==> src/cmcs_pkg.sv <==
// package: constants and types for converter mode and code select
package cmcs_pkg;
    // input modes, gray order along the usual path
    typedef enum logic [1:0] {
        CMCS_REFERENCED_SINGLE_ENDED      = 2'h0,
        CMCS_FLOATING_COMMON_SINGLE_ENDED = 2'h1,
        CMCS_PAIRED_CHANNEL_INPUT         = 2'h3
    } cmcs_mode_e;

    localparam logic       CMCS_POL_BIPOLAR   = 1'h0;
    localparam logic       CMCS_POL_UNIPOLAR  = 1'h1;
    localparam cmcs_mode_e CMCS_MODE_RST      = CMCS_REFERENCED_SINGLE_ENDED;
    localparam logic       CMCS_AI_POL_RST    = CMCS_POL_BIPOLAR;
    localparam logic       CMCS_AO_POL_RST    = CMCS_POL_BIPOLAR;
    localparam int         CMCS_CODE_W        = 12;
    localparam int         CMCS_WORD_W        = 16;
    localparam int         CMCS_SIGN_BIT      = 11;
    localparam int         CMCS_AO_CHANNELS   = 2;
    localparam int         CMCS_SE_CHANNELS   = 8;
    localparam int         CMCS_PAIR_CHANNELS = 4;
    localparam logic [15:0] CMCS_BIP_MIN      = 16'hF800;
    localparam logic [15:0] CMCS_BIP_MAX      = 16'h07FF;
    localparam logic [15:0] CMCS_UNI_MAX      = 16'h0FFF;
endpackage

==> src/cmcs_code_if.sv <==
// interface: one 12-bit code and its polarity for word conversion
`timescale 1ns/1ps
interface cmcs_code_if;
    logic        polarity;
    logic [11:0] code;
    logic [15:0] word;
    modport user (output polarity, output code, input word);
    modport conv (input polarity, input code, output word);
endinterface

==> src/cmcs_code_word.sv <==
// leaf: packs a 12-bit converter code into a 16-bit word
`timescale 1ns/1ps
module cmcs_code_word
    import cmcs_pkg::*;
(
    // code side
    cmcs_code_if.conv cw
);
    wire sign_fill = (cw.polarity == CMCS_POL_BIPOLAR) & cw.code[CMCS_SIGN_BIT];
    // bipolar sign-extends bit 11, unipolar zero-fills
    assign cw.word = {{(CMCS_WORD_W - CMCS_CODE_W){sign_fill}}, cw.code};
endmodule // cmcs_code_word

==> src/cmcs_top.sv <==
// top: converter input mode, multiplexer routing and code selection
// Operation
// - reset gives referenced single-ended, bipolar input
// - bipolar input codes are two's complement
// - unipolar input codes are straight binary
// - three modes; eight or four channels
// - paired mode routes even positive, odd negative
// - referenced mode grounds sense pin, negative input
// - floating mode uses sense pin, ungrounded
// - each output channel polarity; bipolar two's complement
// - unipolar output accepts 0 to FFF
// - output channel polarity resets to bipolar
`timescale 1ns/1ps
module cmcs_top
    import cmcs_pkg::*;
#(
    parameter int AO_N = CMCS_AO_CHANNELS
) (
    // clock and reset
    input  wire logic              clk,
    input  wire logic              rst_n,
    // configuration
    input  wire logic              cfg_we,
    input  wire logic [1:0]        cfg_mode,
    input  wire logic              cfg_ai_pol,
    input  wire logic [AO_N-1:0]   cfg_ao_pol,
    input  wire logic [2:0]        chan_sel,
    // converter input
    input  wire logic              adc_valid,
    input  wire logic [11:0]       adc_code,
    // output channel writes
    input  wire logic [AO_N-1:0]   ao_we,
    input  wire logic [15:0]       ao_wdata,
    // status
    output logic [1:0]             mode_ff,
    output logic                   ai_pol_ff,
    output logic [AO_N-1:0]        ao_pol_ff,
    output logic                   chan_err_ff,
    // multiplexer control
    output logic [7:0]             mux_pos_ff,
    output logic [7:0]             mux_neg_ff,
    output logic                   neg_to_sense_ff,
    output logic                   sense_gnd_ff,
    // sample word
    output logic                   sample_valid_ff,
    output logic [15:0]            sample_ff,
    // output channel codes
    output logic [AO_N*12-1:0]     ao_code_ff,
    output logic [AO_N-1:0]        ao_range_err_ff
);
    // ------------------------------------------------------------
    // configuration
    // ------------------------------------------------------------
    cmcs_mode_e mode_e;
    // an illegal mode code falls back to the reset mode
    wire        mode_ok  = (cfg_mode == CMCS_REFERENCED_SINGLE_ENDED)
                         | (cfg_mode == CMCS_FLOATING_COMMON_SINGLE_ENDED)
                         | (cfg_mode == CMCS_PAIRED_CHANNEL_INPUT);
    wire [1:0]  nxt_mode = !rst_n ? CMCS_MODE_RST :
                           (cfg_we ? (mode_ok ? cfg_mode : CMCS_MODE_RST) : mode_ff);
    assign mode_e = cmcs_mode_e'(mode_ff);

    always_ff @(posedge clk) begin
        mode_ff <= nxt_mode;
        if (!rst_n) begin
            ai_pol_ff <= CMCS_AI_POL_RST;
            ao_pol_ff <= {AO_N{CMCS_AO_POL_RST}};
        end else if (cfg_we) begin
            ai_pol_ff <= cfg_ai_pol;
            ao_pol_ff <= cfg_ao_pol;
        end
    end

    // ------------------------------------------------------------
    // multiplexer routing
    // ------------------------------------------------------------
    logic [7:0] nxt_pos;
    logic [7:0] nxt_neg;
    logic       nxt_to_sense;
    logic       nxt_gnd;
    logic       nxt_cerr;
    // a pair select above three is refused and leaves the amplifier open
    wire        pair_bad = chan_sel[2];
    wire [2:0]  pair_even = {chan_sel[1:0], 1'h0};

    always_comb begin
        nxt_pos      = 8'h00;
        nxt_neg      = 8'h00;
        nxt_to_sense = 1'h0;
        nxt_gnd      = 1'h0;
        nxt_cerr     = 1'h0;
        unique case (mode_e)
            CMCS_REFERENCED_SINGLE_ENDED: begin
                nxt_pos      = 8'h01 << chan_sel;
                nxt_to_sense = 1'h1;
                nxt_gnd      = 1'h1;
            end
            CMCS_FLOATING_COMMON_SINGLE_ENDED: begin
                nxt_pos      = 8'h01 << chan_sel;
                nxt_to_sense = 1'h1;
                nxt_gnd      = 1'h0;
            end
            CMCS_PAIRED_CHANNEL_INPUT: begin
                nxt_cerr = pair_bad;
                if (!pair_bad) begin
                    nxt_pos = 8'h01 << pair_even;
                    nxt_neg = 8'h02 << pair_even;
                end
            end
            default: begin
                nxt_pos = 8'h00;
            end
        endcase
    end

    always_ff @(posedge clk) begin
        if (!rst_n) begin
            mux_pos_ff      <= 8'h00;
            mux_neg_ff      <= 8'h00;
            neg_to_sense_ff <= 1'h1;
            sense_gnd_ff    <= 1'h1;
            chan_err_ff     <= 1'h0;
        end else begin
            mux_pos_ff      <= nxt_pos;
            mux_neg_ff      <= nxt_neg;
            neg_to_sense_ff <= nxt_to_sense;
            sense_gnd_ff    <= nxt_gnd;
            chan_err_ff     <= nxt_cerr;
        end
    end

    // ------------------------------------------------------------
    // input sample coding
    // ------------------------------------------------------------
    cmcs_code_if ai_if ();
    assign ai_if.polarity = ai_pol_ff;
    assign ai_if.code     = adc_code;
    cmcs_code_word u_ai_word (
        .cw (ai_if.conv)
    );

    always_ff @(posedge clk) begin
        if (!rst_n) begin
            sample_valid_ff <= 1'h0;
            sample_ff       <= 16'h0000;
        end else begin
            sample_valid_ff <= adc_valid;
            if (adc_valid) begin
                sample_ff <= ai_if.word;
            end
        end
    end

    // ------------------------------------------------------------
    // output channels
    // ------------------------------------------------------------
    genvar g;
    generate
        for (g = 0; g < AO_N; g++) begin : g_ao
            // bipolar takes 16-bit two's complement in F800..07FF, unipolar 0..0FFF
            wire bip    = (ao_pol_ff[g] == CMCS_POL_BIPOLAR);
            wire bip_ok = (ao_wdata >= CMCS_BIP_MIN) | (ao_wdata <= CMCS_BIP_MAX);
            wire uni_ok = (ao_wdata <= CMCS_UNI_MAX);
            wire ok     = bip ? bip_ok : uni_ok;
            always_ff @(posedge clk) begin
                if (!rst_n) begin
                    ao_code_ff[g*12 +: 12] <= 12'h000;
                    ao_range_err_ff[g]     <= 1'h0;
                end else if (ao_we[g]) begin
                    ao_range_err_ff[g] <= !ok;
                    // out-of-range words are refused so the output never wraps
                    if (ok) begin
                        ao_code_ff[g*12 +: 12] <= ao_wdata[11:0];
                    end
                end
            end

            // a refused word must leave the stored code alone
            AST_AO_UNI: assert property (@(posedge clk) disable iff (!rst_n)
                ao_we[g] && ao_pol_ff[g] == CMCS_POL_UNIPOLAR && ao_wdata > CMCS_UNI_MAX
                |=> ao_range_err_ff[g] && $stable(ao_code_ff[g*12 +: 12]))
                else $error("unipolar out of range word accepted");
            AST_AO_BIP: assert property (@(posedge clk) disable iff (!rst_n)
                ao_we[g] && ao_pol_ff[g] == CMCS_POL_BIPOLAR && ao_wdata == CMCS_BIP_MIN
                |=> !ao_range_err_ff[g] && ao_code_ff[g*12 +: 12] == CMCS_BIP_MIN[11:0])
                else $error("bipolar minimum rejected");
            AST_AO_BIP_TOP: assert property (@(posedge clk) disable iff (!rst_n)
                ao_we[g] && ao_pol_ff[g] == CMCS_POL_BIPOLAR && ao_wdata == CMCS_BIP_MAX
                |=> !ao_range_err_ff[g] && ao_code_ff[g*12 +: 12] == CMCS_BIP_MAX[11:0])
                else $error("bipolar maximum rejected");
            AST_AO_BIP_REFUSE: assert property (@(posedge clk) disable iff (!rst_n)
                ao_we[g] && ao_pol_ff[g] == CMCS_POL_BIPOLAR
                && ao_wdata < CMCS_BIP_MIN && ao_wdata > CMCS_BIP_MAX
                |=> ao_range_err_ff[g] && $stable(ao_code_ff[g*12 +: 12]))
                else $error("bipolar out of range word accepted");
            AST_AO_UNI_ACCEPT: assert property (@(posedge clk) disable iff (!rst_n)
                ao_we[g] && ao_pol_ff[g] == CMCS_POL_UNIPOLAR && ao_wdata <= CMCS_UNI_MAX
                |=> !ao_range_err_ff[g] && ao_code_ff[g*12 +: 12] == $past(ao_wdata[11:0]))
                else $error("unipolar in range word refused");
            // code and error flag change only on a write to this channel
            AST_AO_HOLD: assert property (@(posedge clk) disable iff (!rst_n)
                !ao_we[g]
                |=> $stable(ao_code_ff[g*12 +: 12]) && $stable(ao_range_err_ff[g]))
                else $error("output channel changed without a write");
        end
    endgenerate

    // ------------------------------------------------------------
    // checks
    // ------------------------------------------------------------
    AST_RESET_DEFAULTS: assert property (@(posedge clk)
        !rst_n |=> mode_ff == CMCS_MODE_RST && ai_pol_ff == CMCS_POL_BIPOLAR)
        else $error("reset defaults wrong");
    AST_AO_RESET: assert property (@(posedge clk)
        !rst_n |=> ao_pol_ff == {AO_N{CMCS_POL_BIPOLAR}})
        else $error("output polarity not bipolar after reset");
    AST_BIP_SIGN: assert property (@(posedge clk) disable iff (!rst_n)
        adc_valid && ai_pol_ff == CMCS_POL_BIPOLAR && $stable(ai_pol_ff)
        |=> sample_ff == {{4{$past(adc_code[11])}}, $past(adc_code)})
        else $error("bipolar sample not sign extended");
    AST_UNI_ZERO: assert property (@(posedge clk) disable iff (!rst_n)
        adc_valid && ai_pol_ff == CMCS_POL_UNIPOLAR
        |=> sample_ff == {4'h0, $past(adc_code)})
        else $error("unipolar sample not zero filled");
    AST_PAIR_ROUTE: assert property (@(posedge clk) disable iff (!rst_n)
        mode_ff == CMCS_PAIRED_CHANNEL_INPUT && !chan_sel[2]
        |=> mux_neg_ff == (mux_pos_ff << 1) && (mux_pos_ff & 8'hAA) == 8'h00)
        else $error("pair routing wrong");
    AST_PAIR_LIMIT: assert property (@(posedge clk) disable iff (!rst_n)
        mode_ff == CMCS_PAIRED_CHANNEL_INPUT && chan_sel[2]
        |=> chan_err_ff && mux_pos_ff == 8'h00)
        else $error("pair select above three accepted");
    AST_REF_GND: assert property (@(posedge clk) disable iff (!rst_n)
        mode_ff == CMCS_REFERENCED_SINGLE_ENDED
        |=> neg_to_sense_ff && sense_gnd_ff && mux_neg_ff == 8'h00)
        else $error("referenced mode not grounded");
    AST_FLOAT: assert property (@(posedge clk) disable iff (!rst_n)
        mode_ff == CMCS_FLOATING_COMMON_SINGLE_ENDED
        |=> neg_to_sense_ff && !sense_gnd_ff)
        else $error("floating mode grounded");

    // ------------------------------------------------------------
    // configuration checks
    // ------------------------------------------------------------
    AST_CFG_LOAD: assert property (@(posedge clk) disable iff (!rst_n)
        cfg_we && mode_ok
        |=> mode_ff == $past(cfg_mode) && ai_pol_ff == $past(cfg_ai_pol)
            && ao_pol_ff == $past(cfg_ao_pol))
        else $error("configuration write not loaded");
    AST_MODE_FALLBACK: assert property (@(posedge clk) disable iff (!rst_n)
        cfg_we && !mode_ok
        |=> mode_ff == CMCS_MODE_RST)
        else $error("illegal mode code not refused");
    // settings stand until software writes them again
    AST_CFG_HOLD: assert property (@(posedge clk) disable iff (!rst_n)
        !cfg_we
        |=> $stable(mode_ff) && $stable(ai_pol_ff) && $stable(ao_pol_ff))
        else $error("configuration changed without a write");
    AST_MODE_LEGAL: assert property (@(posedge clk) disable iff (!rst_n)
        mode_ff != 2'h2)
        else $error("illegal mode code held");

    // ------------------------------------------------------------
    // routing checks
    // ------------------------------------------------------------
    AST_PAIR_SELECT: assert property (@(posedge clk) disable iff (!rst_n)
        mode_ff == CMCS_PAIRED_CHANNEL_INPUT && !chan_sel[2]
        |=> mux_pos_ff == (8'h01 << {$past(chan_sel[1:0]), 1'h0})
            && mux_neg_ff == (8'h02 << {$past(chan_sel[1:0]), 1'h0}))
        else $error("pair select routes the wrong channels");
    // the odd channel is the return path, so the sense pin stays off the amplifier
    AST_PAIR_OPEN: assert property (@(posedge clk) disable iff (!rst_n)
        mode_ff == CMCS_PAIRED_CHANNEL_INPUT
        |=> !neg_to_sense_ff && !sense_gnd_ff)
        else $error("paired mode uses the sense pin");
    AST_SE_SELECT: assert property (@(posedge clk) disable iff (!rst_n)
        mode_ff != CMCS_PAIRED_CHANNEL_INPUT
        |=> mux_pos_ff == (8'h01 << $past(chan_sel)) && !chan_err_ff)
        else $error("single-ended select routes the wrong channel");
    AST_FLOAT_NEG: assert property (@(posedge clk) disable iff (!rst_n)
        mode_ff == CMCS_FLOATING_COMMON_SINGLE_ENDED
        |=> mux_neg_ff == 8'h00)
        else $error("floating mode drives a negative channel");
    AST_ROUTE_ONEHOT: assert property (@(posedge clk) disable iff (!rst_n)
        $onehot0(mux_pos_ff) && $onehot0(mux_neg_ff))
        else $error("more than one channel routed");

    // ------------------------------------------------------------
    // sample checks
    // ------------------------------------------------------------
    AST_SAMPLE_VALID: assert property (@(posedge clk) disable iff (!rst_n)
        adc_valid
        |=> sample_valid_ff)
        else $error("sample strobe lost");
    AST_SAMPLE_IDLE: assert property (@(posedge clk) disable iff (!rst_n)
        !adc_valid
        |=> !sample_valid_ff && $stable(sample_ff))
        else $error("sample changed without a conversion");
    // whatever the polarity, the top nibble copies bit eleven or is zero
    AST_SAMPLE_TOP: assert property (@(posedge clk) disable iff (!rst_n)
        sample_valid_ff
        |-> sample_ff[15:12] == {4{sample_ff[11]}} || sample_ff[15:12] == 4'h0)
        else $error("sample top bits not an extension");
endmodule // cmcs_top

==> config.mk <==
export PLATFORM = sky130hd
export DESIGN_NAME = cmcs_top
export DESIGN_NICKNAME = d
export VERILOG_FILES = /design/src/cmcs_pkg.sv /design/src/cmcs_code_if.sv /design/src/cmcs_code_word.sv /design/src/cmcs_top.sv
export SDC_FILE = /design/constraint.sdc
export NUM_CORES = 1
export LEC_CHECK = 0
export BUFFER_PORTS_ARGS = -buffer_cell sky130_fd_sc_hd__buf_2
export CAP_MARGIN = 30
export CELL_PAD_IN_SITES_DETAIL_PLACEMENT = 0
export CELL_PAD_IN_SITES_GLOBAL_PLACEMENT = 1
export CORE_MARGIN = 8
export CORE_UTILIZATION = 30
export CTS_BUF_LIST = sky130_fd_sc_hd__clkbuf_4 sky130_fd_sc_hd__clkbuf_8
export CTS_CLUSTER_DIAMETER = 30
export DETAILED_ROUTE_END_ITERATION = 8
export PLACE_DENSITY = 0.83
export SLEW_MARGIN = 40
export SYNTH_ARGS = -nofsm -noshare
export SYNTH_HDL_FRONTEND = slang
export SYNTH_SLANG_ARGS = --single-unit
==> constraint.sdc <==
create_clock -name clk -period 4.3 [get_ports clk]
set_clock_uncertainty 0.15 [all_clocks]
set_input_delay 0.215 -clock clk [delete_from_list [all_inputs] [get_ports clk]]
set_output_delay 0.215 -clock clk [all_outputs]
set_load 0.02 [all_outputs]
### Word level (Yosys, flattened, before mapping)

Index checks and enable logic that the tools add are counted.

| cells by class | value |
|---|---|
| mux-type cells | 7 |
| bitwise gates (word level) | 7 |
| shift-type cells | 3 |
| magnitude comparators | 3 |
| reduce and logical (&&, ||, !) cells | 9 |
| equal/unequal tests | 4 |

Operators with widths:

| operator | number |
|---|---|
| $ge A16 B16 Y1 const B | 1 |
| $le A16 B11 Y1 const B | 1 |
| $le A16 B12 Y1 const B | 1 |
| $pmux W8 S2 | 1 |
| $shl A1 B3 Y8 const A | 2 |
| $mux W8 | 1 |
| $shl A2 B3 Y8 const A | 1 |
| $reduce_and A2 Y1 | 3 |
| $eq A2 B1 Y1 const B | 2 |
| $eq A2 B2 Y1 const B | 2 |
| $logic_not A2 Y1 | 2 |
| $mux W1 | 4 |
| $not A1 Y1 | 3 |
| $or A1 B1 Y1 | 3 |
| $reduce_or A3 Y1 | 1 |
| $logic_not A1 Y1 | 2 |
| $mux W2 | 1 |
| $reduce_or A2 Y1 | 1 |
| $and A1 B1 Y1 | 1 |

| word-level totals | value |
|---|---|
| output and inout port bits | 67 |
| logic and storage cells | 47 |
| flip-flop bits (word level) | 64 |
| bits of input ports | 42 |

### Depth between registers and ports, before layout

Gate-level depths: netlist (run 1).

| logic depth | value |
|---|---|
| depth after elaboration | 4 |
| depth in mapped cells | 5 |
| depth with buffers taken out | 4 |

### Modules after synthesis

Synthesis (run 1) repeated with hierarchy kept, for this count alone.

| second synthesis, totals | value |
|---|---|
| cell total of the unflattened synthesis | 247 |
| area, all modules | 2512.4 um^2 |

By module, submodules not included:

| module | instances | sequential area each (um^2) | cells each | area each (um^2) |
|---|---|---|---|---|
| cmcs_top | 1 | 1261.2 | 230 | 2378.5 |
| cmcs_code_word | 1 | 0.0 | 17 | 133.9 |

### Worst setup path after synthesis (run 1)

OpenSTA, ideal clock, no wires.

| timing path | value |
|---|---|
| kind | input port to flip-flop |
| from | in ao_wdata[14] |
| to | reg ao_code_ff[10] |
| stages | 4 |
| slack | 2.739 ns |
| data arrival time | 1.339 ns |
| data required time | 4.078 ns |
| cell sequence | or4_4 -> o32ai_4 -> buf_12 -> mux2i_1 |

| between the ends | value |
|---|---|
| longest elaborated chain between the ends | 4 |
| elaborated cells between the ends (all ways) | 6 |
| classes of those cells | order compare: 3; mux: 1; bitwise: 1; reduce/logical: 1 |

Ends and longest elaborated chain:

| what | RTL line | source |
|---|---|---|
| start, declared | cmcs_top.sv:33 | `input wire logic [15:0] ao_wdata,` |
| $ge A16 B16 Y1 / $le A16 B11 Y1 (equally long branches) | cmcs_top.sv:162 | `wire bip_ok = (ao_wdata >= CMCS_BIP_MIN) \| (ao_wdata <= CMCS_BIP_MAX);` |
| $or A1 B1 Y1 | cmcs_top.sv:162 |  |
| $mux W1 (*) | cmcs_top.sv:164 | `wire ok = bip ? bip_ok : uni_ok;` |
| $reduce_and A2 Y1 (no line) (*) | -- |  |
| end signal, assigned by index | cmcs_top.sv:173 | `ao_code_ff[g*12 +: 12] <= ao_wdata[11:0];` |
| end, declared | cmcs_top.sv:48 | `output logic [AO_N*12-1:0] ao_code_ff,` |

Mark *: on every way between the ends. The rest lies on a longest branch, timed or not.
A chain may end at the register's enable or synchronous reset.

### Worst setup path after layout (run 1)

| timing path | value |
|---|---|
| from | in ao_wdata[14] |
| to | reg ao_code_ff[17] |

Same word-level chain as after synthesis.

==> run_summary.xml, run 1 <==
<?xml version="1.0" encoding="UTF-8"?>
<metrics>
  <group name="global_route">
    <metric name="grt_start_max_net_pins" unit="">66</metric>
    <metric name="vias_in_the_first_global_route" unit="">2011</metric>
    <metric name="antenna_found_initial" unit="">0</metric>
    <metric name="first_pass_grt_wire_length" unit="um">9480</metric>
    <metric name="grt_use_total" unit="">0.113</metric>
    <metric name="globalRouteOverflowTotal" unit="">0</metric>
  </group>
  <group name="detailed_routing">
    <metric name="drt_pre_antenna_iters" unit="">4</metric>
    <metric name="detailed_route_vias_per_instance" unit="">4.27</metric>
    <metric name="vias" unit="">1915</metric>
    <metric name="drcViolationCount" unit="">0</metric>
    <metric name="routed_wirelength" unit="um">5950</metric>
    <metric name="drt_iter0_markers" unit="">80</metric>
    <metric name="number_of_nets_still_failing_antenna_checks_after_routing" unit="">0</metric>
    <metric name="routed_wire_length_per_instance" unit="um">13.3</metric>
  </group>
  <group name="logic_synthesis">
    <metric name="yosys_register_bits" unit="">60</metric>
    <metric name="yosysWarningCount" unit="">0</metric>
    <metric name="synth-async-reset-ratio" unit="">0</metric>
    <metric name="synth_cell_type_count" unit="">29</metric>
    <metric name="most_frequent_cell_after_synthesis" unit="">sky130_fd_sc_hd__dfxtp_1</metric>
    <metric name="count_of_flip_flops_with_a_built_in_enable_after_synthesis" unit="">0</metric>
    <metric name="yosys_most_used_dff" unit="">sky130_fd_sc_hd__dfxtp_1</metric>
    <metric name="synth_commonest_cells" unit="">sky130_fd_sc_hd__dfxtp_1, sky130_fd_sc_hd__nand2_1, sky130_fd_sc_hd__mux2i_1</metric>
    <metric name="synth_area" unit="um^2">2290</metric>
    <metric name="ys_top_cells_by_area" unit="">sky130_fd_sc_hd__dfxtp_1, sky130_fd_sc_hd__mux2i_1, sky130_fd_sc_hd__nand2_1, sky130_fd_sc_hd__nor2b_1, sky130_fd_sc_hd__o32ai_4</metric>
    <metric name="synth_largest_area_cell" unit="">sky130_fd_sc_hd__dfxtp_1</metric>
    <metric name="synthCells" unit="">226</metric>
    <metric name="syn_area_per_cell" unit="um^2">10.1</metric>
    <metric name="area_share_of_the_largest_cell_type_after_synthesis" unit="">0.524</metric>
    <metric name="ys_seq_area_frac" unit="">0.524</metric>
  </group>
  <group name="min_path">
    <metric name="number_of_cells_on_the_worst_hold_path" unit="">3</metric>
    <metric name="holdPathEnd" unit="">sample_ff[4]$_SDFFE_PN0P_</metric>
    <metric name="hold_path_class" unit="">primary input to register</metric>
    <metric name="worstHoldStart" unit="">adc_code[4]</metric>
  </group>
  <group name="clock_network">
    <metric name="clock_path_buffers" unit="">2</metric>
    <metric name="cts-htree-levels" unit="">3</metric>
    <metric name="clkSinkCount" unit="">60</metric>
    <metric name="numCtsBuffers" unit="">9</metric>
    <metric name="tritoncts_clock_tree" unit="">done</metric>
    <metric name="clk_transition_reported_paths" unit="ns">0.07</metric>
    <metric name="worstSkewPairLatency" unit="ns">0.32</metric>
    <metric name="post_cts.repair.setup_buffers" unit="">0</metric>
    <metric name="root_buffer_selected_by_cts" unit="">sky130_fd_sc_hd__clkbuf_8</metric>
  </group>
  <group name="timing">
    <metric name="finalSetupTns" unit="ns">0</metric>
    <metric name="finalCritPeriodShare" unit="">0.354</metric>
    <metric name="grt_setup_unrepaired" unit="">no</metric>
    <metric name="timing_worst_slew_pin_value" unit="ns">0.572</metric>
    <metric name="timing.max_slew.rel_slack" unit="">0.619</metric>
    <metric name="hold_viol" unit="">0</metric>
    <metric name="fmax" unit="MHz">656</metric>
    <metric name="final_slew_violations" unit="">0</metric>
    <metric name="setup_violations" unit="">0</metric>
    <metric name="layout_min_cycle_time" unit="ns">1.52</metric>
    <metric name="worst_slack" unit="ns">2.78</metric>
  </group>
  <group name="worst_setup_path">
    <metric name="rrSetupSlack" unit="ns">2.79</metric>
    <metric name="r2r.worst_path.cells" unit="">4</metric>
    <metric name="timing.critical_path.slowest_cell_delay" unit="ns">0.57</metric>
    <metric name="path_class" unit="">primary input to register</metric>
    <metric name="critPathSlowestCell" unit="">sky130_fd_sc_hd__or4_4</metric>
    <metric name="r2r_start" unit="">ao_pol_ff[1]$_SDFFE_PN0P_</metric>
    <metric name="critical_path.endpoint_type" unit="">register</metric>
    <metric name="arrival_time_reported_for_the_critical_path_endpoint" unit="ns">1.63</metric>
    <metric name="cp_num_buf_inv" unit="">2</metric>
    <metric name="critical_path_required" unit="ns">4.41</metric>
    <metric name="r2r_end" unit="">ao_code_ff[17]$_SDFFE_PN0P_</metric>
    <metric name="critical_path.cell_chain" unit="">buf_2, or4_4, o32ai_4, clkbuf_8, mux2i_1</metric>
    <metric name="startpoint_type" unit="">primary input</metric>
    <metric name="crit_fanout" unit="">9</metric>
    <metric name="cp_top_family" unit="">simple AND/OR/NAND/NOR gates</metric>
  </group>
  <group name="finish">
    <metric name="synthToLayoutAreaGrowth" unit="%">39.9</metric>
    <metric name="drive_above_1_share" unit="">0.358</metric>
    <metric name="finish.net_count" unit="">384</metric>
    <metric name="finish.utilization" unit="">0.424</metric>
    <metric name="diodes" unit="">0</metric>
  </group>
  <group name="pwr">
    <metric name="vdd_drop_max" unit="mV">0.135</metric>
    <metric name="post-layout-total-power" unit="mW">1.22</metric>
    <metric name="power.static_leakage" unit="nW">1.49</metric>
    <metric name="power_per_cell_area" unit="nW/um^2">379</metric>
  </group>
  <group name="die">
    <metric name="placementRows" unit="">32</metric>
    <metric name="floorplan.initialDensity" unit="">0.303</metric>
    <metric name="pin_count" unit="">109</metric>
    <metric name="fp.dieArea" unit="um^2">10700</metric>
    <metric name="core" unit="um^2">7570</metric>
    <metric name="fp.dieH" unit="um">103</metric>
    <metric name="die_w" unit="um">103</metric>
  </group>
  <group name="placement">
    <metric name="numPortBuffers" unit="">104</metric>
    <metric name="dp_worst_setup_slack" unit="ns">2.38</metric>
    <metric name="hpwlAfterDp" unit="um">4290</metric>
    <metric name="globalplace.congestion" unit="">0.715</metric>
  </group>
  <group name="run_status">
    <metric name="outcome" unit="">finished, final reports clean</metric>
  </group>
  <group name="flow_run">
    <metric name="maxCapViolations" unit="">0</metric>
  </group>
</metrics>
## worst max path at each step
stage	startpoint	to	slack (ns)	depth (start not counted)
4_1_cts	ao_pol_ff[1]$_SDFFE_PN0P_	ao_code_ff[23]$_SDFFE_PN0P_	2.63	2
2_1_floorplan	ao_wdata[14]	ao_code_ff[10]$_SDFFE_PN0P_	2.74	4
3_5_place_dp	ao_wdata[15]	ao_code_ff[14]$_SDFFE_PN0P_	2.38	5
5_1_grt	ao_pol_ff[1]$_SDFFE_PN0P_	ao_code_ff[22]$_SDFFE_PN0P_	2.70	4
3_3_place_gp	ao_wdata[14]	ao_code_ff[6]$_SDFFE_PN0P_	2.41	4
6_report	ao_wdata[14]	ao_code_ff[17]$_SDFFE_PN0P_	2.78	5
## kinds of logic after synthesis
group / synth area share
and+or+nand+nor: 0.178
DFF: 0.524
muxes: 0.170
buffers and inverters: 0.0704
AOI/OAI and AO/OA: 0.0562
other: 0.00164
## through the flow
stage	hold WS, ns	instances	area, um^2
CTS	0.000858	447	3190
floorplan	0.217	229	2300
global placement	0.291	413	2810
detailed placement	0.297	414	2820
global route	0.00550	448	3210
finish	0.00288	448	3210
## per-layer routing
| layer | vias to the layer above | global-route usage | part of all wire |
|---|---|---|---|
| met5 | - | 0 | 0 |
| met1 | 865 | 0.133 | 0.44 |
| met3 | 8 | 0.0428 | 0.11 |
| met2 | 75 | 0.178 | 0.44 |
| met4 | 0 | 0.0501 | 0.014 |
| li1 | 967 | - | - |
## power by group
group | internal, mW | total [mW] | switching (mW)
Combinational | 0.0597 | 0.137 | 0.0776
Sequential | 0.574 | 0.585 | 0.0112
Clock | 0.277 | 0.493 | 0.216
Total | 0.910 | 1.22 | 0.305
## repair_timing
action / CTS / global route
hold buffers: 18 / 0
gates resized for setup: 0 / 0
endpoints found under the hold margin: 22 / 0
## tightest hold or removal path, cell delays in order
cell and delay (ns):
sky130_fd_sc_hd__buf_2 0.07, sky130_fd_sc_hd__mux2i_1 0.05, sky130_fd_sc_hd__nor2b_1 0.10
## flip-flops by register name (all words and copies together) (netlist names)
register	count
mux_pos_ff	8
sense_gnd_ff	1
ao_range_err_ff	2
neg_to_sense_ff	1
ai_pol_ff	1
sample_ff	13
chan_err_ff	1
ao_pol_ff	2
sample_valid_ff	1
mux_neg_ff	4
ao_code_ff	24
mode_ff	2
## cell type report
type	count	area, um^2
sequential	60	1200
inverter	5	18.8
clock buffer	10	138
multi-input combinational	142	942
timing repair buffer	124	728
fill	748	4360
tap	102	128
clock inverter	5	52.6
## placed cells by master, fill, tap and decap left out, drive strengths merged, types with 3 or more instances in the layout
master / synthesis / layout
o21ai: 5 / 5
inv: 5 / 5
nand3: 4 / 4
buf: 12 / 105
clkinv: 0 / 3
clkbuf: 10 / 11
nor2b: 15 / 15
nand2: 41 / 41
conb: 1 / 4
dlygate4sd3: 0 / 18
nor2: 9 / 9
mux2i: 39 / 39
dfxtp: 60 / 60
nor4: 3 / 3
nand2b: 4 / 4
Power figures use the tool's default switching activity.
==> run 2, diff against run 1 <==
- clock period: 4.3 -> 1.44 ns (I/O delays scaled with it)
==> run 2 against run 1 <==
Against the previous run: combinational power grew to 3.4 times the previous value; global-route usage grew 0.68 points; routed wire length grew 6.0%; via count grew 4.1%; sequential power grew to 3.0 times the previous value; non-clock buffer count grew 24; sequential share of layout area shrank 3.1 points; die area is the same; cell count grew 5.4%; first-iteration DRC count shrank 11%; clock-buffer cell count is the same.
==> run_summary.xml, run 2 (synthesized netlist as in run 1, its figures left out) <==
<?xml version="1.0" encoding="UTF-8"?>
<metrics>
  <group name="min_path">
    <metric name="hold_path_class" unit="">primary input to register</metric>
    <metric name="worstHoldStart" unit="">adc_valid</metric>
    <metric name="holdPathEnd" unit="">sample_valid_ff$_SDFF_PN0_</metric>
    <metric name="number_of_cells_on_the_worst_hold_path" unit="">2</metric>
  </group>
  <group name="placement">
    <metric name="hpwlAfterDp" unit="um">4330</metric>
    <metric name="dp_worst_setup_slack" unit="ns">-0.142</metric>
    <metric name="placed_cells_incl_taps" unit="">418</metric>
    <metric name="placement.cell_area" unit="um^2">2870</metric>
    <metric name="numPortBuffers" unit="">104</metric>
    <metric name="globalplace.congestion" unit="">0.739</metric>
  </group>
  <group name="worst_setup_path">
    <metric name="crit_fanout" unit="">13</metric>
    <metric name="r2r.worst_path.cells" unit="">4</metric>
    <metric name="timing.critical_path.slowest_cell_delay" unit="ns">0.51</metric>
    <metric name="critical_path_required" unit="ns">1.54</metric>
    <metric name="arrival_time_reported_for_the_critical_path_endpoint" unit="ns">1.50</metric>
    <metric name="path_class" unit="">primary input to register</metric>
    <metric name="critPathSlowestCell" unit="">sky130_fd_sc_hd__dlygate4sd3_1</metric>
    <metric name="rrSetupSlack" unit="ns">0.10</metric>
    <metric name="r2r_end" unit="">ao_code_ff[15]$_SDFFE_PN0P_</metric>
    <metric name="critical_path.cell_chain" unit="">dlygate4sd3_1, buf_2, inv_1, o32ai_4, buf_12, mux2i_1</metric>
    <metric name="startpoint_type" unit="">primary input</metric>
    <metric name="r2r_start" unit="">ao_pol_ff[1]$_SDFFE_PN0P_</metric>
    <metric name="critical_path.endpoint_type" unit="">register</metric>
  </group>
  <group name="global_route">
    <metric name="globalRouteOverflowTotal" unit="">0</metric>
    <metric name="first_pass_grt_wire_length" unit="um">9740</metric>
    <metric name="vias_in_the_first_global_route" unit="">1987</metric>
    <metric name="antenna_found_initial" unit="">0</metric>
    <metric name="grt_start_max_net_pins" unit="">34</metric>
    <metric name="grt_use_total" unit="">0.120</metric>
  </group>
  <group name="die">
    <metric name="pin_count" unit="">109</metric>
    <metric name="placementRows" unit="">32</metric>
    <metric name="fp.dieArea" unit="um^2">10700</metric>
    <metric name="fp.dieH" unit="um">103</metric>
    <metric name="die_w" unit="um">103</metric>
    <metric name="core" unit="um^2">7570</metric>
    <metric name="floorplan.initialDensity" unit="">0.303</metric>
  </group>
  <group name="detailed_routing">
    <metric name="routed_wirelength" unit="um">6300</metric>
    <metric name="detailed_route_vias_per_instance" unit="">4.22</metric>
    <metric name="routed_wire_length_per_instance" unit="um">13.4</metric>
    <metric name="drt_iter0_markers" unit="">71</metric>
    <metric name="vias" unit="">1993</metric>
    <metric name="drt_pre_antenna_iters" unit="">5</metric>
    <metric name="drcViolationCount" unit="">0</metric>
    <metric name="number_of_nets_still_failing_antenna_checks_after_routing" unit="">0</metric>
  </group>
  <group name="pwr">
    <metric name="vdd_drop_max" unit="mV">0.651</metric>
    <metric name="power.static_leakage" unit="nW">1.62</metric>
    <metric name="post-layout-total-power" unit="mW">4.02</metric>
    <metric name="power_per_cell_area" unit="nW/um^2">1150</metric>
  </group>
  <group name="finish">
    <metric name="finish.cell_count_without_fillers" unit="">472</metric>
    <metric name="number_of_flip_flops_under_the_largest_register_name" unit="">24</metric>
    <metric name="top_regs" unit="">ao_code_ff x24, sample_ff x13, mux_pos_ff x8</metric>
    <metric name="finish.utilization" unit="">0.463</metric>
    <metric name="drive_above_1_share" unit="">0.346</metric>
    <metric name="max_flop_register" unit="">ao_code_ff</metric>
    <metric name="final_common_cell" unit="">sky130_fd_sc_hd__buf_2</metric>
    <metric name="layout_common_cells" unit="">sky130_fd_sc_hd__buf_2, sky130_fd_sc_hd__dfxtp_1, sky130_fd_sc_hd__nand2_1</metric>
    <metric name="postLayoutCellArea" unit="um^2">3500</metric>
    <metric name="synthToLayoutAreaGrowth" unit="%">52.7</metric>
    <metric name="diodes" unit="">0</metric>
    <metric name="finish.net_count" unit="">408</metric>
  </group>
  <group name="clock_network">
    <metric name="clk_transition_reported_paths" unit="ns">0.06</metric>
    <metric name="tritoncts_clock_tree" unit="">done</metric>
    <metric name="clock_path_buffers" unit="">2</metric>
    <metric name="worstSkewPairLatency" unit="ns">0.32</metric>
    <metric name="numCtsBuffers" unit="">9</metric>
    <metric name="cts-htree-levels" unit="">3</metric>
    <metric name="root_buffer_selected_by_cts" unit="">sky130_fd_sc_hd__clkbuf_8</metric>
    <metric name="clkSinkCount" unit="">60</metric>
  </group>
  <group name="timing">
    <metric name="worst_hold_slack" unit="ns">0.0637</metric>
    <metric name="finalSetupTns" unit="ns">0</metric>
    <metric name="setup_violations" unit="">0</metric>
    <metric name="layout_min_cycle_time" unit="ns">1.40</metric>
    <metric name="grt_setup_unrepaired" unit="">no</metric>
    <metric name="finalCritPeriodShare" unit="">0.973</metric>
    <metric name="final_slew_violations" unit="">0</metric>
    <metric name="fmax" unit="MHz">714</metric>
    <metric name="worst_slack" unit="ns">0.0394</metric>
    <metric name="hold_viol" unit="">0</metric>
  </group>
  <group name="flow_run">
    <metric name="maxCapViolations" unit="">0</metric>
  </group>
  <group name="run_status">
    <metric name="outcome" unit="">finished, final reports clean</metric>
  </group>
</metrics>
## run 2: cell count changes in the layout (fill, tap and decap cells not counted), moves of 2 or more
cell                            before  now
sky130_fd_sc_hd__dlygate4sd3_1      18   39
sky130_fd_sc_hd__bufinv_16           1    3
sky130_fd_sc_hd__buf_4               1    3
sky130_fd_sc_hd__buf_12              0    2
## run 2: worst max-delay path, delay by kind of cell
family	cells	cell delay, ns
compound gates	1	0.30
buf+inv	4	0.91
mux	1	0.20
## run 2: power breakdown
group / switching [mW] / internal (mW) / leakage (nW)
logic: 0.243 / 0.221 / 1.01
registers: 0.0348 / 1.71 / 0.489
clock network: 0.631 / 1.18 / 0.122
total: 0.909 / 3.12 / 1.62
## run 2: worst max-delay path by stage
stage | from | to | slack (ns) | depth (start not counted)
after floorplan | ao_wdata[14] | ao_code_ff[10]$_SDFFE_PN0P_ | 0.02 | 4
after global placement | ao_wdata[14] | ao_code_ff[19]$_SDFFE_PN0P_ | -0.06 | 5
after detailed placement | ao_wdata[14] | ao_code_ff[4]$_SDFFE_PN0P_ | -0.14 | 5
after CTS | ao_pol_ff[0]$_SDFFE_PN0P_ | ao_code_ff[4]$_SDFFE_PN0P_ | 0.002 | 4
after global routing | cfg_mode[0] | mode_ff[1]$_SDFFE_PN0P_ | 0.006 | 5
final | ao_we[0] | ao_code_ff[4]$_SDFFE_PN0P_ | 0.04 | 6
## run 2: layout make-up
cell class,instances,area (um^2)
fillers,729,4070
flip-flops and latches,60,1200
repair buffers,148,973
multi-input cells,142,942
clock buffers,10,138
well taps,102,128
clock inverters,5,100
inverters,5,18.8
## run 2: per-layer routing
metal	vias to the layer above	part of all wire	GRT usage	routed length, um
met5	-	0	0	0
met4	0	0.010	0.0501	64
met3	7	0.099	0.0502	623
met2	77	0.46	0.191	2910
met1	893	0.43	0.138	2710
li1	1016	-	-	-
## run 2: timing repair
action,4_1_cts,5_1_grt
setup buffers,0,0
hold buffers,39,0
setup endpoints to repair,0,8
endpoints found under the hold margin,57,0
gates resized for setup,0,2
==> run 3, diff against run 2 <==
- PLACE_DENSITY: 0.83 -> unset
- PLACE_DENSITY_LB_ADDON: unset -> 0.1
==> run 3 against run 2 <==
Against the previous run: setup slack improved by 0.019 ns; clock power is 7% lower; combinational power grew 2%; worst hold slack gained 0.012 ns; maximum frequency increased by 1.4%; non-clock buffer count increased by 2.
==> run_summary.xml, run 3 (synthesized netlist as in run 1, its figures left out) <==
<?xml version="1.0" encoding="UTF-8"?>
<metrics>
  <group name="placement">
    <metric name="placed_cells_incl_taps" unit="">420</metric>
    <metric name="numPortBuffers" unit="">104</metric>
    <metric name="globalplace.congestion" unit="">0.671</metric>
    <metric name="hpwlAfterDp" unit="um">4180</metric>
    <metric name="dp_worst_setup_slack" unit="ns">-0.0916</metric>
    <metric name="placement.cell_area" unit="um^2">2900</metric>
  </group>
  <group name="worst_setup_path">
    <metric name="startpoint_type" unit="">primary input</metric>
    <metric name="critical_path.endpoint_type" unit="">register</metric>
    <metric name="critPathSlowestCell" unit="">sky130_fd_sc_hd__dlygate4sd3_1</metric>
    <metric name="arrival_time_reported_for_the_critical_path_endpoint" unit="ns">1.49</metric>
    <metric name="cp_num_buf_inv" unit="">3</metric>
    <metric name="critical_path_required" unit="ns">1.54</metric>
    <metric name="critical_path_most_common_cell" unit="">sky130_fd_sc_hd__dlygate4sd3_1</metric>
    <metric name="critical_path.cell_chain" unit="">dlygate4sd3_1, buf_2, nand3_1, dlygate4sd3_1, a21boi_1</metric>
    <metric name="path_class" unit="">primary input to register</metric>
    <metric name="cp_top_family" unit="">buffers and inverters</metric>
    <metric name="crit_fanout" unit="">2</metric>
    <metric name="timing.critical_path.slowest_cell_delay" unit="ns">0.56</metric>
  </group>
  <group name="finish">
    <metric name="max_flop_register" unit="">ao_code_ff</metric>
    <metric name="final_common_cell" unit="">sky130_fd_sc_hd__buf_2</metric>
    <metric name="multi_input_area" unit="um^2">942</metric>
    <metric name="number_of_flip_flops_under_the_largest_register_name" unit="">24</metric>
    <metric name="drive_above_1_share" unit="">0.354</metric>
    <metric name="postLayoutCellArea" unit="um^2">3520</metric>
    <metric name="layout_common_cells" unit="">sky130_fd_sc_hd__buf_2, sky130_fd_sc_hd__dfxtp_1, sky130_fd_sc_hd__nand2_1</metric>
    <metric name="finish.net_count" unit="">410</metric>
    <metric name="diodes" unit="">0</metric>
    <metric name="fillerInstances" unit="">757</metric>
    <metric name="finish.cell_count_without_fillers" unit="">475</metric>
    <metric name="layout.area.seq" unit="um^2">1200</metric>
    <metric name="top_regs" unit="">ao_code_ff x24, sample_ff x13, mux_pos_ff x8</metric>
    <metric name="synthToLayoutAreaGrowth" unit="%">53.3</metric>
  </group>
  <group name="global_route">
    <metric name="globalRouteOverflowTotal" unit="">0</metric>
    <metric name="antenna_found_initial" unit="">0</metric>
    <metric name="grt_start_max_net_pins" unit="">60</metric>
    <metric name="vias_in_the_first_global_route" unit="">1950</metric>
    <metric name="grt_use_total" unit="">0.115</metric>
    <metric name="first_pass_grt_wire_length" unit="um">9580</metric>
  </group>
  <group name="clock_network">
    <metric name="numCtsBuffers" unit="">9</metric>
    <metric name="clkSinkCount" unit="">60</metric>
    <metric name="tritoncts_clock_tree" unit="">done</metric>
    <metric name="cts-htree-levels" unit="">3</metric>
    <metric name="post_cts.repair.setup_buffers" unit="">0</metric>
    <metric name="worstSkewPairLatency" unit="ns">0.32</metric>
    <metric name="root_buffer_selected_by_cts" unit="">sky130_fd_sc_hd__clkbuf_8</metric>
    <metric name="clock_path_buffers" unit="">2</metric>
    <metric name="clk_transition_reported_paths" unit="ns">0.07</metric>
  </group>
  <group name="timing">
    <metric name="layout_min_cycle_time" unit="ns">1.38</metric>
    <metric name="final_slew_violations" unit="">0</metric>
    <metric name="finalCritPeriodShare" unit="">0.959</metric>
    <metric name="worst_slack" unit="ns">0.0588</metric>
    <metric name="fmax" unit="MHz">724</metric>
    <metric name="grt_setup_unrepaired" unit="">no</metric>
    <metric name="setup_violations" unit="">0</metric>
    <metric name="finalSetupTns" unit="ns">0</metric>
    <metric name="hold_viol" unit="">0</metric>
  </group>
  <group name="pwr">
    <metric name="power.static_leakage" unit="nW">1.63</metric>
    <metric name="net-switching-power" unit="mW">0.915</metric>
    <metric name="pwr-share-seq" unit="">0.448</metric>
    <metric name="p_comb_frac" unit="">0.122</metric>
    <metric name="power.share.clock" unit="">0.431</metric>
    <metric name="internal_portion_of_total_power" unit="mW">2.98</metric>
    <metric name="swShare" unit="">0.235</metric>
    <metric name="vdd_drop_max" unit="mV">0.467</metric>
    <metric name="power_per_cell_area" unit="nW/um^2">1110</metric>
  </group>
  <group name="die">
    <metric name="die_w" unit="um">103</metric>
    <metric name="core" unit="um^2">7570</metric>
    <metric name="floorplan.initialDensity" unit="">0.303</metric>
    <metric name="fp.dieArea" unit="um^2">10700</metric>
    <metric name="pin_count" unit="">109</metric>
    <metric name="fp.dieH" unit="um">103</metric>
    <metric name="placementRows" unit="">32</metric>
  </group>
  <group name="detailed_routing">
    <metric name="vias" unit="">1992</metric>
    <metric name="routed_wirelength" unit="um">6040</metric>
    <metric name="detailed_route_vias_per_instance" unit="">4.19</metric>
    <metric name="routed_wire_length_per_instance" unit="um">12.7</metric>
    <metric name="drt_iter0_markers" unit="">25</metric>
    <metric name="drcViolationCount" unit="">0</metric>
    <metric name="wl_met2" unit="um">2710</metric>
    <metric name="wirelength_met1" unit="um">2670</metric>
    <metric name="wl_met3" unit="um">592</metric>
    <metric name="number_of_nets_still_failing_antenna_checks_after_routing" unit="">0</metric>
    <metric name="maxUsedRoutingLayer" unit="">met4</metric>
    <metric name="drt_pre_antenna_iters" unit="">4</metric>
  </group>
  <group name="flow_run">
    <metric name="maxCapViolations" unit="">0</metric>
  </group>
  <group name="run_status">
    <metric name="outcome" unit="">finished, final reports clean</metric>
  </group>
  <group name="min_path">
    <metric name="hold_path_class" unit="">primary input to register</metric>
  </group>
</metrics>
==> run 3: cell types whose count changed in the layout (fill, tap and decap cells not counted), sizes merged <==
| cell | before | now |
|---|---|---|
| buf | 109 | 111 |
| bufinv | 3 | 2 |
| clkbuf | 10 | 11 |
| clkinv | 2 | 3 |
| dlygate4sd3 | 39 | 38 |
| dlymetal6s4s | 0 | 1 |
==> run 3: what timing repair did <==
| action | in CTS | in global routing |
|---|---|---|
| setup endpoints to repair | 0 | 3 |
| endpoints found under the hold margin | 57 | 0 |
| resized for setup | 0 | 4 |
| hold buffers | 39 | 0 |
==> run 3: cell type report <==
type | count | share of cell area
clock buffer | 11 | 0.0413
sequential | 60 | 0.342
multi-input combinational | 142 | 0.268
timing repair buffer | 150 | 0.285
tap | 102 | 0.0363
inverter | 5 | 0.00534
clock inverter | 5 | 0.0214
==> run 3: worst paths after layout <==
check	slack [ns]	cells after the start	endpoint	startpoint
setup / recovery	0.06	5	mode_ff[1]$_SDFFE_PN0P_	cfg_mode[0]
hold / removal	0.08	2	sample_valid_ff$_SDFF_PN0_	adc_valid
setup reg to reg	0.16	3	ai_pol_ff$_SDFFE_PN0P_	ai_pol_ff$_SDFFE_PN0P_
hold reg to reg	0.30	2	ao_code_ff[15]$_SDFFE_PN0P_	ao_code_ff[15]$_SDFFE_PN0P_
==> run 3: stage by stage <==
stage / total power [mW] / hold slack, ns / utilization
floorplan: 2.03 / 0.0736 / -
global placement: 2.17 / 0.181 / 0.383
detailed placement: 2.17 / 0.188 / 0.383
CTS: 3.96 / 0.0545 / 0.464
global route: 4.07 / 0.0912 / 0.465
finish: 3.89 / 0.0752 / 0.465
==> run 3: power by group through the flow <==
stage                     combinational (mW)  clock (mW)  sequential, mW
after floorplan                        0.184           0            1.84
after global placement                 0.393           0            1.78
after detailed placement               0.393           0            1.78
after CTS                              0.479        1.73            1.74
after global routing                   0.521        1.80            1.75
final                                  0.473        1.68            1.74
==> run 3: per-layer routing <==
metal	up-vias	GRT usage
li1	1022	-
met1	897	0.148
met2	67	0.167
met3	6	0.0402
met4	0	0.0567
met5	-	0
